`src/rtl/dwi_defs.vh`:
```
// Offsets, field positions, reset values and timing counts
`ifndef DWI_DEFS_VH
`define DWI_DEFS_VH
// Register offsets
`define DWI_OFS_WARN        8'hcb
`define DWI_OFS_THYR        8'hcc
`define DWI_OFS_ILK         8'hcd
// Warning bits
`define DWI_WRN_SHORT       0
`define DWI_WRN_SYNC        3
`define DWI_WRN_ILIM        4
`define DWI_WRN_IDENT       5
`define DWI_WRN_FLDOC       6
`define DWI_WRN_AIR         12
`define DWI_WRN_RAIL        13
`define DWI_COMM_CLOCK_DESYNC_FLAG         14
`define DWI_WRN_LINK        15
// Interlock bits
`define DWI_ILK_CONFLICT    0
`define DWI_ILK_PARAMS      1
`define DWI_ILK_GAINS       2
`define DWI_ILK_FAULTS      3
`define DWI_ILK_PERMIT      4
`define DWI_ILK_FNR         5
`define DWI_ILK_FNA         6
// Drive control fields
`define DWI_CTL_ALPHA       0
`define DWI_CTL_IDENT       1
`define DWI_CTL_RUN         2
`define DWI_CTL_FIELD       4
`define DWI_CTL_FLT_RESET   8
`define DWI_CTL_WRN_RESET   9
// Reset values
`define DWI_RST_WORD        16'h0000
// Timing: field overcurrent hold time
`define DWI_CLK_HZ          20000000
`define DWI_FLDOC_MS        1000
`define DWI_FLDOC_CYC       ((`DWI_CLK_HZ / 1000) * `DWI_FLDOC_MS)
`endif

```
`src/rtl/dwi_persist.v`:
```
// Persistence timer: condition held for a set number of cycles
`timescale 1ns/10ps
module dwi_persist #(
	parameter HOLD_CYC = 20000000
) (
	input  wire clock,
	input  wire rst_n,
	input  wire cond,
	output reg  held
);
	reg [24:0] count_reg;

	always @(posedge clock) begin
		if (!rst_n) begin
			count_reg <= 25'h0000000;
			held      <= 1'b0;
		end else if (!cond) begin
			count_reg <= 25'h0000000;
			held      <= 1'b0;
		end else if (count_reg >= HOLD_CYC[24:0] - 25'h0000001) begin
			held <= 1'b1;
		end else begin
			count_reg <= count_reg + 25'h0000001;
		end
	end
endmodule // dwi_persist

```
`src/rtl/dwi_status.v`:
```
// Drive warning, thyristor diagnostic and run interlock status registers
`timescale 1ns/10ps
`include "dwi_defs.vh"
// Summary of operation
// - Set warning bit 3 when running through temporary AC line loss.
// - Set warning bit 4 when current reference exceeds the max limit.
// - Set warning bit 5 on identification or resolver balance test failure.
// - Set warning bit 6 when field current over 1.5x hot amps for 1 s.
// - Set warning bit 12 when rack airflow is not sensed.
// - Set warning bit 13 on a logged rail communication problem.
// - Set warning bit 14 when comm clock counters lose sync.
// - Set warning bit 15 on a fiber link communication error.
// - Two consecutive bad link messages raise a drive fault.
// - Shorted thyristor test on run turn-on; bad firing sets warning bit 0.
// - Fault reset or warning reset clears the thyristor diagnostic register.
// - Regenerative drive reports thyristor pair, otherwise single thyristor.
// - Forward thyristors 1-6 on bits 0-5, reverse 11-16 on 6-11.
// - Interlock checks run when command bits 0-7 set; first problem only.
// - Interlocks latch until warning reset set then cleared; block loops.
// - Interlock bit 0 on conflicting armature requests or task not running.
// - Commands edge-sensitive; restart without clearing sets interlock bit 0.
// - Interlock bit 1 when armature parameters are not downloaded.
// - Interlock bit 2 when armature gains are zero.
// - Interlock bit 3 when earlier armature faults are not cleared.
// - Interlock bit 4 when run permissive input is off.
// - Interlock bit 5 if field not on; bit 6 if field during tests.
// - Warning bits latch until warning reset is set then cleared.
module dwi_status #(
	// Hold count exposed; one second is far too long to simulate
	parameter FLDOC_CYC = `DWI_FLDOC_CYC
) (
	input  wire        clock,
	input  wire        rst_n,
	input  wire [15:0] drive_control,
	input  wire        sync_loss_ridden,
	input  wire        current_ref_over_limit,
	input  wire        ident_test_failed,
	input  wire        resolver_cal_failed,
	input  wire        field_over_1p5_hot,
	input  wire        airflow_missing,
	input  wire        rail_error_logged,
	input  wire        comm_clock_counter_slip,
	input  wire        link_msg_done,
	input  wire        link_msg_error,
	input  wire        shorted_test_done,
	input  wire        shorted_test_bad,
	input  wire [11:0] shorted_test_map,
	input  wire        regen_drive,
	input  wire        task_running,
	input  wire        arm_params_loaded,
	input  wire        arm_gains_zero,
	input  wire        arm_faults_pending,
	input  wire        run_permissive,
	input  wire        field_on,
	input  wire        test_running,
	input  wire [7:0]  reg_addr,
	input  wire        reg_rd,
	input  wire        reg_wr,
	input  wire [15:0] reg_wdata,
	output reg  [15:0] reg_rdata,
	output reg         reg_hit,
	output reg  [15:0] drive_warning_flags,
	output reg  [15:0] thyristor_diagnostic_flags,
	output reg  [15:0] run_interlock_flags,
	output reg         link_comm_fault,
	output reg         shorted_test_start,
	output reg         current_loop_enable,
	output reg         field_loop_enable
);
	// ------------------------------------------------------------
	// Command edges and resets
	// ------------------------------------------------------------
	reg  [15:0] ctl_prev_reg;
	reg         link_err_prev_reg;
	reg  [7:0]  armed_reg;
	reg  [15:0] ilk_next;
	reg  [15:0] thyr_map;
	wire        fld_held;
	wire [7:0]  cmd_rise;
	wire        wrn_reset_fall;
	wire        flt_reset_on;
	wire        wrn_reset_on;
	wire        alpha_req;
	wire        ident_req;
	wire        run_req;
	wire        field_req;
	wire [15:0] wrn_set;
	integer     i;

	assign cmd_rise = drive_control[7:0] & ~ctl_prev_reg[7:0];
	assign wrn_reset_fall = ctl_prev_reg[`DWI_CTL_WRN_RESET] &
		~drive_control[`DWI_CTL_WRN_RESET];
	assign flt_reset_on = drive_control[`DWI_CTL_FLT_RESET] &
		~ctl_prev_reg[`DWI_CTL_FLT_RESET];
	assign wrn_reset_on = drive_control[`DWI_CTL_WRN_RESET] &
		~ctl_prev_reg[`DWI_CTL_WRN_RESET];
	assign alpha_req = drive_control[`DWI_CTL_ALPHA];
	assign ident_req = drive_control[`DWI_CTL_IDENT];
	assign run_req   = drive_control[`DWI_CTL_RUN];
	assign field_req = drive_control[`DWI_CTL_FIELD];

	// ------------------------------------------------------------
	// Field overcurrent persistence
	// ------------------------------------------------------------
	// one second hold
	dwi_persist #(
		.HOLD_CYC (FLDOC_CYC)
	) u_fld_hold (
		.clock (clock),
		.rst_n (rst_n),
		.cond  (field_over_1p5_hot),
		.held  (fld_held)
	);

	// ------------------------------------------------------------
	// Warning set terms
	// ------------------------------------------------------------
	// sync loss avoided
	assign wrn_set[`DWI_WRN_SYNC]  = sync_loss_ridden;
	assign wrn_set[`DWI_WRN_ILIM]  = current_ref_over_limit;
	assign wrn_set[`DWI_WRN_IDENT] = ident_test_failed | resolver_cal_failed;
	assign wrn_set[`DWI_WRN_FLDOC] = fld_held;
	assign wrn_set[`DWI_WRN_AIR]   = airflow_missing;
	assign wrn_set[`DWI_WRN_RAIL]  = rail_error_logged;
	assign wrn_set[`DWI_COMM_CLOCK_DESYNC_FLAG]   = comm_clock_counter_slip;
	assign wrn_set[`DWI_WRN_LINK]  = link_msg_done & link_msg_error;
	assign wrn_set[`DWI_WRN_SHORT] = shorted_test_done & shorted_test_bad;
	assign wrn_set[2:1]  = 2'h0;
	assign wrn_set[11:7] = 5'h00;

	// ------------------------------------------------------------
	// Thyristor map and interlock checks
	// ------------------------------------------------------------
	// pair or single
	always @* begin
		thyr_map = {4'h0, shorted_test_map};
		if (regen_drive) begin
			for (i = 0; i < 6; i = i + 1) begin
				thyr_map[i]     = shorted_test_map[i] |
					shorted_test_map[i + 6];
				thyr_map[i + 6] = shorted_test_map[i] |
					shorted_test_map[i + 6];
			end
		end
	end

	always @* begin
		ilk_next = 16'h0000;
		if ((alpha_req & ident_req) | (alpha_req & run_req) |
			(ident_req & run_req) | (cmd_rise[`DWI_CTL_RUN] & ~task_running) |
			((|cmd_rise) & (|armed_reg)))
			ilk_next[`DWI_ILK_CONFLICT] = 1'b1;
		else if (!arm_params_loaded)
			ilk_next[`DWI_ILK_PARAMS] = 1'b1;
		else if (arm_gains_zero)
			ilk_next[`DWI_ILK_GAINS] = 1'b1;
		else if (arm_faults_pending)
			ilk_next[`DWI_ILK_FAULTS] = 1'b1;
		else if (!run_permissive)
			ilk_next[`DWI_ILK_PERMIT] = 1'b1;
		else if (run_req & ~field_on)
			ilk_next[`DWI_ILK_FNR] = 1'b1;
		else if (field_req & test_running)
			ilk_next[`DWI_ILK_FNA] = 1'b1;
	end

	// ------------------------------------------------------------
	// Latched status
	// ------------------------------------------------------------
	always @(posedge clock) begin
		if (!rst_n) begin
			ctl_prev_reg               <= `DWI_RST_WORD;
			link_err_prev_reg          <= 1'b0;
			armed_reg                  <= 8'h00;
			drive_warning_flags        <= `DWI_RST_WORD;
			thyristor_diagnostic_flags <= `DWI_RST_WORD;
			run_interlock_flags        <= `DWI_RST_WORD;
			link_comm_fault            <= 1'b0;
			shorted_test_start         <= 1'b0;
			current_loop_enable        <= 1'b0;
			field_loop_enable          <= 1'b0;
		end else begin
			ctl_prev_reg <= drive_control;
			// a command stays armed until software drops it
			armed_reg <= (armed_reg | cmd_rise) & drive_control[7:0];
			// latch; set wins over the reset edge
			drive_warning_flags <= (wrn_reset_fall ? 16'h0000 :
				drive_warning_flags) | wrn_set;
			// clear on either reset turned on
			if (shorted_test_done & shorted_test_bad)
				thyristor_diagnostic_flags <= thyr_map;
			else if (flt_reset_on | wrn_reset_on)
				thyristor_diagnostic_flags <= 16'h0000;
			// checks on command rise; only if nothing latched
			if ((|cmd_rise) && (run_interlock_flags == 16'h0000))
				run_interlock_flags <= ilk_next;
			else if (wrn_reset_fall)
				run_interlock_flags <= 16'h0000;
			// Clear first so a fault in the same cycle wins
			if (flt_reset_on)
				link_comm_fault <= 1'b0;
			if (link_msg_done) begin
				link_err_prev_reg <= link_msg_error;
				if (link_msg_error & link_err_prev_reg)
					link_comm_fault <= 1'b1;
			end
			shorted_test_start <= cmd_rise[`DWI_CTL_RUN];
			// loops held off while any interlock set
			current_loop_enable <= run_req & ~(|run_interlock_flags) &
				~(|ilk_next & |cmd_rise);
			field_loop_enable <= field_req & ~(|run_interlock_flags) &
				~(|ilk_next & |cmd_rise);
		end
	end

	// ------------------------------------------------------------
	// Register read port
	// ------------------------------------------------------------
	// writes ignored, reads side-effect free
	always @(posedge clock) begin
		if (!rst_n) begin
			reg_rdata <= 16'h0000;
			reg_hit   <= 1'b0;
		end else begin
			reg_hit   <= 1'b0;
			reg_rdata <= 16'h0000;
			if (reg_rd) begin
				case (reg_addr)
				`DWI_OFS_WARN: begin
					reg_rdata <= drive_warning_flags;
					reg_hit   <= 1'b1;
				end
				`DWI_OFS_THYR: begin
					reg_rdata <= thyristor_diagnostic_flags;
					reg_hit   <= 1'b1;
				end
				`DWI_OFS_ILK: begin
					reg_rdata <= run_interlock_flags;
					reg_hit   <= 1'b1;
				end
				default: begin
					reg_rdata <= 16'h0000;
				end
				endcase
			end
		end
	end
endmodule // dwi_status

```
`config.mk`:
```
export PLATFORM = sky130hd
export DESIGN_NAME = dwi_status
export DESIGN_NICKNAME = d
export VERILOG_FILES = /design/src/rtl/dwi_persist.v /design/src/rtl/dwi_status.v
export VERILOG_INCLUDE_DIRS = /design/src /design/src/rtl
export SDC_FILE = /design/constraint.sdc
export NUM_CORES = 1
export LEC_CHECK = 0
export BUFFER_PORTS_ARGS = -buffer_cell sky130_fd_sc_hd__buf_2
export CORE_MARGIN = 10
export CORE_UTILIZATION = 52
export CTS_BUF_LIST = sky130_fd_sc_hd__clkbuf_8
export CTS_CLUSTER_SIZE = 30
export DETAILED_ROUTE_END_ITERATION = 16
export PLACE_DENSITY_LB_ADDON = 0.25
export SYNTH_ARGS = -nofsm -noshare
export SYNTH_HDL_FRONTEND = slang
export SYNTH_HIERARCHICAL = 1
export SYNTH_SLANG_ARGS = --single-unit
```
`constraint.sdc`:
```
create_clock -name clock -period 2.13 [get_ports clock]
set_input_delay 0.1065 -clock clock [delete_from_list [all_inputs] [get_ports clock]]
set_output_delay 0.1065 -clock clock [all_outputs]
set_load 0.1 [all_outputs]
```
# Word level (Yosys, flattened, before mapping)
# Cells that the tools add are included.
# op_classes
n_addsub,1
magnitude_cmp,1
eq_ne,3
muxes,24
bitwise,42
n_reduce_logical,11
# op_table
cell,n
one-hot mux 16 bit (3 select lines),1
2-to-1 mux 12 bit,3
"adder 25 x 1 -> 25 bit, second input constant",1
"greater-or-equal comparator 25 bit, second input constant",1
"equality test 8 bit, second input constant",3
bitwise AND 1 bit,18
bitwise AND 8 bit,2
logical NOT 16 bit,1
2-to-1 mux 16 bit,1
OR 16 bit,1
OR reduction 8 bit,2
2-to-1 mux 7 bit,2
OR reduction 7 bit,2
2-to-1 mux 1 bit,12
OR 1 bit,12
NOT 8 bit,1
OR 8 bit,1
NOT 1 bit,7
2-to-1 mux 6 bit,1
2-to-1 mux 5 bit,1
2-to-1 mux 4 bit,1
AND reduction 2 bit,2
nonzero test 2 bit,2
2-to-1 mux 3 bit,1
3 further kinds,3
# word_totals
register_bits,101
in_bits,76
output_inout_bits,69
elab_cells,96

# Longest topological paths before layout
# depth
ltp_word,12
ltp_mapped,7

# Modules after synthesis
# Netlist, hierarchy kept.
# by_module_without_submodules
mod,instances,cells_each,area_each_um2
dwi_status,1,303,2690.1
dwi_persist,1,179,1503.9

# Worst setup path after synthesis
# No wires, ideal clock.
# synth_path
kind,register to register
startpoint,reg run_interlock_flags[2]
endpoint,reg current_loop_enable
arrival_ps,2088
required_time_ps,2060
slack_ps,-28
path_stages_with_launch,5
n_path_buf,0
period_less_slack_ps,2158
cell_sequence,dfxtp_1 or4_4 nor4_4 or4b_1 a21oi_1
# synth_via
elab_chain_cells,4
# synth_rtl
item,line,text
from (decl),dwi_status.v:64,"output reg [15:0] run_interlock_flags,"
from (signal assigned),dwi_status.v:177,run_interlock_flags <= `DWI_RST_WORD;
from (signal assigned),dwi_status.v:196,run_interlock_flags <= ilk_next;
OR reduction 7 bit,dwi_status.v:209,current_loop_enable <= run_req & ~(|run_interlock_flags) &
NOT 1 bit,dwi_status.v:209,
bitwise AND 1 bit (2 in a row),dwi_status.v:209,
to (signal assigned),dwi_status.v:209,
to (decl),dwi_status.v:67,"output reg current_loop_enable,"
# No other way between the ends.
# A chain may end at the register's enable or synchronous reset.

# Worst setup path after layout
# layout_path
startpoint,reg u_fld_hold.count_reg[14]
endpoint,reg u_fld_hold.count_reg[3]
# layout_via
elab_chain_cells,1
# layout_rtl
item,line,text
from (decl),dwi_persist.v:11,reg [24:0] count_reg;
from (signal assigned),dwi_persist.v:23,count_reg <= count_reg + 25'h0000001;
greater-or-equal comparator 25 bit,dwi_persist.v:20,end else if (count_reg >= HOLD_CYC[24:0] - 25'h0000001) begin
# No other way between the ends.

==> metrics.csv <==
metric,value,unit
run_status,"complete, no violations",
grt_max_degree,39,
grt_pass1_vias,3704,
fp.dieH,109.8,um
synth_ff_type,dfxtp_1,
crit_path_end,u_fld_hold/count_reg[3],
clock.fmax,496.6,MHz
synthTopCellsByArea,"dfxtp_1 (45%), a21oi_1 (6.7%), nor2_1 (4.1%)",
areaGrowthSynthToFinish,20.23,%
seq_power_share,51.1,%
crit_arrival,2300,ps
cpMaxStageDelayCell,or4_1,
cts_resized,0,
clock_path_buffers,2,
drt_iter0_markers,194,
crit_buf_inv,1,
htree_levels,3,
worstReg2RegStart,u_fld_hold/count_reg[14],
grt_pass1_wl,17.82,mm
antenna_found_initial,0,
clk-insertion-delay-late,360,ps
max_slew_margin,48.27,%
cp_data_required_time,2420,ps
fin_tns_setup,0,ps
synth_warnings,6,
vias_per_cell,5.494,
drc,0,
leakagePower,2.132,nW
cts_tree,built,
post_dp_cell_area,4718,sq um
grt_usage,18.15,%
ios,145,
synth_area,4194,sq um
cp_top_family,simple AND/OR/NAND/NOR gates,
p_sw,1.200,mW
synth_top_cell_by_area,dfxtp_1,
cts_num_sinks,94,
start_kind,flip-flop,
hp-class,in2reg,
ir_worst_vdd,499.8,uV
numPortBuffers,101,
drive_gt1_share,23.91,%
dp_cells,670,
core_area,7767,sq um
clockPowerShare,30.7,%
finalCritPeriodShare,94.54,%
final_cells,700,
syn_area_per_cell,8.701,sq um
largest_reg_flops,25,
reg2reg_slack,120,ps
hold_buffers,14,
timing.final.crit_period,2014,ps
async_flop_share,0,%
cp-end-kind,flip-flop,
fp.dieW,109.8,um
drv_slew,0,
path_depth,6,
nNetsFinal,670,
dp_hpwl,8.288,mm
start_util,53.99,%
skew,9.688,ps
post_cts_buffers,0,
tightest_slew,769.4,ps
ys_ff_latch,94,
p_sw_share,33.27,%
cts_buffers,9,
ys_types,61,
ys_seq_area_share,44.87,%
ctsRootBufferMaster,clkbuf_8,
dr.pass1.iters,4,
finalInstanceArea,5042,sq um
drv_cap,0,
gp_congestion,0.9529,
final-hold-violation-count,0,
grt_overflow,0,
dieArea,12060,sq um
setup_violations,0,
num_vias,3846,
r2r-end,u_fld_hold/count_reg[3],
postRouteAntennaNets,0,
diodes,0,
max_stage_delay,510,ps
yosysTopAreaCellShare,44.87,%
p_per_area,715.3,nW/um^2
rsz0062_at_grt,no,
ff2ff_path_depth,6,
synth_edf_count,0,
postSynthCellCount,482,
pwr-share-comb,18.3,%
path_class,reg2reg,
worstPathCellList,or2_1 > o21ai_0 > a31oi_2 > buf_12 > or4_1 > a21oi_1,
wl,11.06,mm
internal_power,2.407,mW
crit_start,u_fld_hold/count_reg[14],
rows,32,
critPathMaxFanout,38,
routedWlPerCell,15.81,um
path_clk_slew,100,ps
stage by stage:
stage | hold WS, ps | util [%] | power, mW | worst slack, ps
2_1_floorplan | 209.0 | - | 2.409 | 12.68
3_3_place_gp | 310.5 | 60.74 | 2.509 | 201.3
3_5_place_dp | 318.8 | 60.74 | 2.518 | 152.1
4_1_cts | 1.259 | 64.92 | 3.638 | 117.6
5_1_grt | 5.344 | 64.92 | 3.753 | 10.68
6_report | 17.97 | 64.92 | 3.607 | 116.3
placed cells by master, fill, tap and decap left out, drive strengths merged, types with 3 or more instances in the layout:
cell type    synthesis  routed
mux2i                4       4
nor2                46      46
nor4                11      11
and4                 3       3
nor3                 5       5
a211oi               6       6
nand4                6       6
and2                18      18
o21ai                9       9
o31ai               19      19
or3                  4       4
conb                 1      20
o21a                 3       3
nand2               31      31
inv                 22      24
clkinvlp             0       3
a22oi                5       5
a2111oi              6       6
and3                 4       4
a21oi               56      56
or2                  3       3
nand3               23      23
a31oi                4       4
or4                 19      19
nand2b              11      11
dlygate4sd3          0      14
buf                 27     109
dfxtp               94      94
clkbuf              15      10
cell usage after synthesis, drive strengths merged, types with 2 or more instances:
cell     count
nand4b       2
nor3         5
and3         4
or3          4
and2        18
a41o         2
nor2        46
nand2       31
o21ai        9
nor4        11
inv         22
o211ai       2
a2111oi      6
mux2i        4
buf         27
o21a         3
or4         19
or3b         2
a31o         2
nand4        6
and4b        2
nand2b      11
or2          3
a22oi        5
o31ai       19
a21oi       56
a31oi        4
dfxtp       94
nand3       23
a21o         2
clkbuf      15
and4         3
a211oi       6
o2111ai      2
cells by family (layout without fill, tap and decap cells):
family                     Yosys count  count (layout)  share of synthesized area (%)
DFF                                 94              94                          44.87
other                                1              20                        0.08941
AOI/OAI and AO/OA                  124             124                          18.88
and+or+nand+nor                    193             193                          26.76
adders and majority gates            1               1                         0.2983
buffers and inverters               65             162                          8.144
muxes                                4               4                         0.9547
how the worst min path moves through the flow:
stage	startpoint	endpoint	slack, ps	cells past startpoint
3_3_place_gp	airflow_missing	drive_warning_flags[12]	310	3
4_1_cts	drive_control[7]	armed_reg[7]	1	3
3_5_place_dp	rail_error_logged	drive_warning_flags[13]	320	3
6_report	drive_control[0]	ctl_prev_reg[0]	20	3
2_1_floorplan	arm_params_loaded	run_interlock_flags[1]	210	1
5_1_grt	drive_control[7]	armed_reg[7]	5	3
layout make-up:
type,instances,area (sq um)
well taps,102,127.6
clock inverters,6,46.29
multi-input cells,342,2042
inverters,23,86.33
flip-flops and latches,94,1884
repair buffers,123,718.2
clock buffers,10,137.6
fillers,723,2725
power groups by stage:
stage               sequential [mW]  clock, mW  combinational, mW
floorplan                      2.07          0              0.336
global placement               1.88          0              0.629
detailed placement             1.88          0              0.636
CTS                            1.84       1.14              0.656
global route                   1.85       1.21              0.697
finish                         1.84       1.11              0.658
tightest hold or removal path, delay by kind of cell:
kind	cells	cell delay, ps
buffers and inverters	2	190
and+or+nand+nor	1	40
metal layers:
metal | vias to the layer above | routed length, um | GRT usage [%]
met5 | - | 0 | 0
met4 | 0 | 151 | 6.041
met3 | 10 | 745 | 5.383
met2 | 112 | 5666 | 30.52
met1 | 1797 | 4500 | 21.61
li1 | 1927 | - | -
Note: power is estimated with default switching activity, not from simulation.
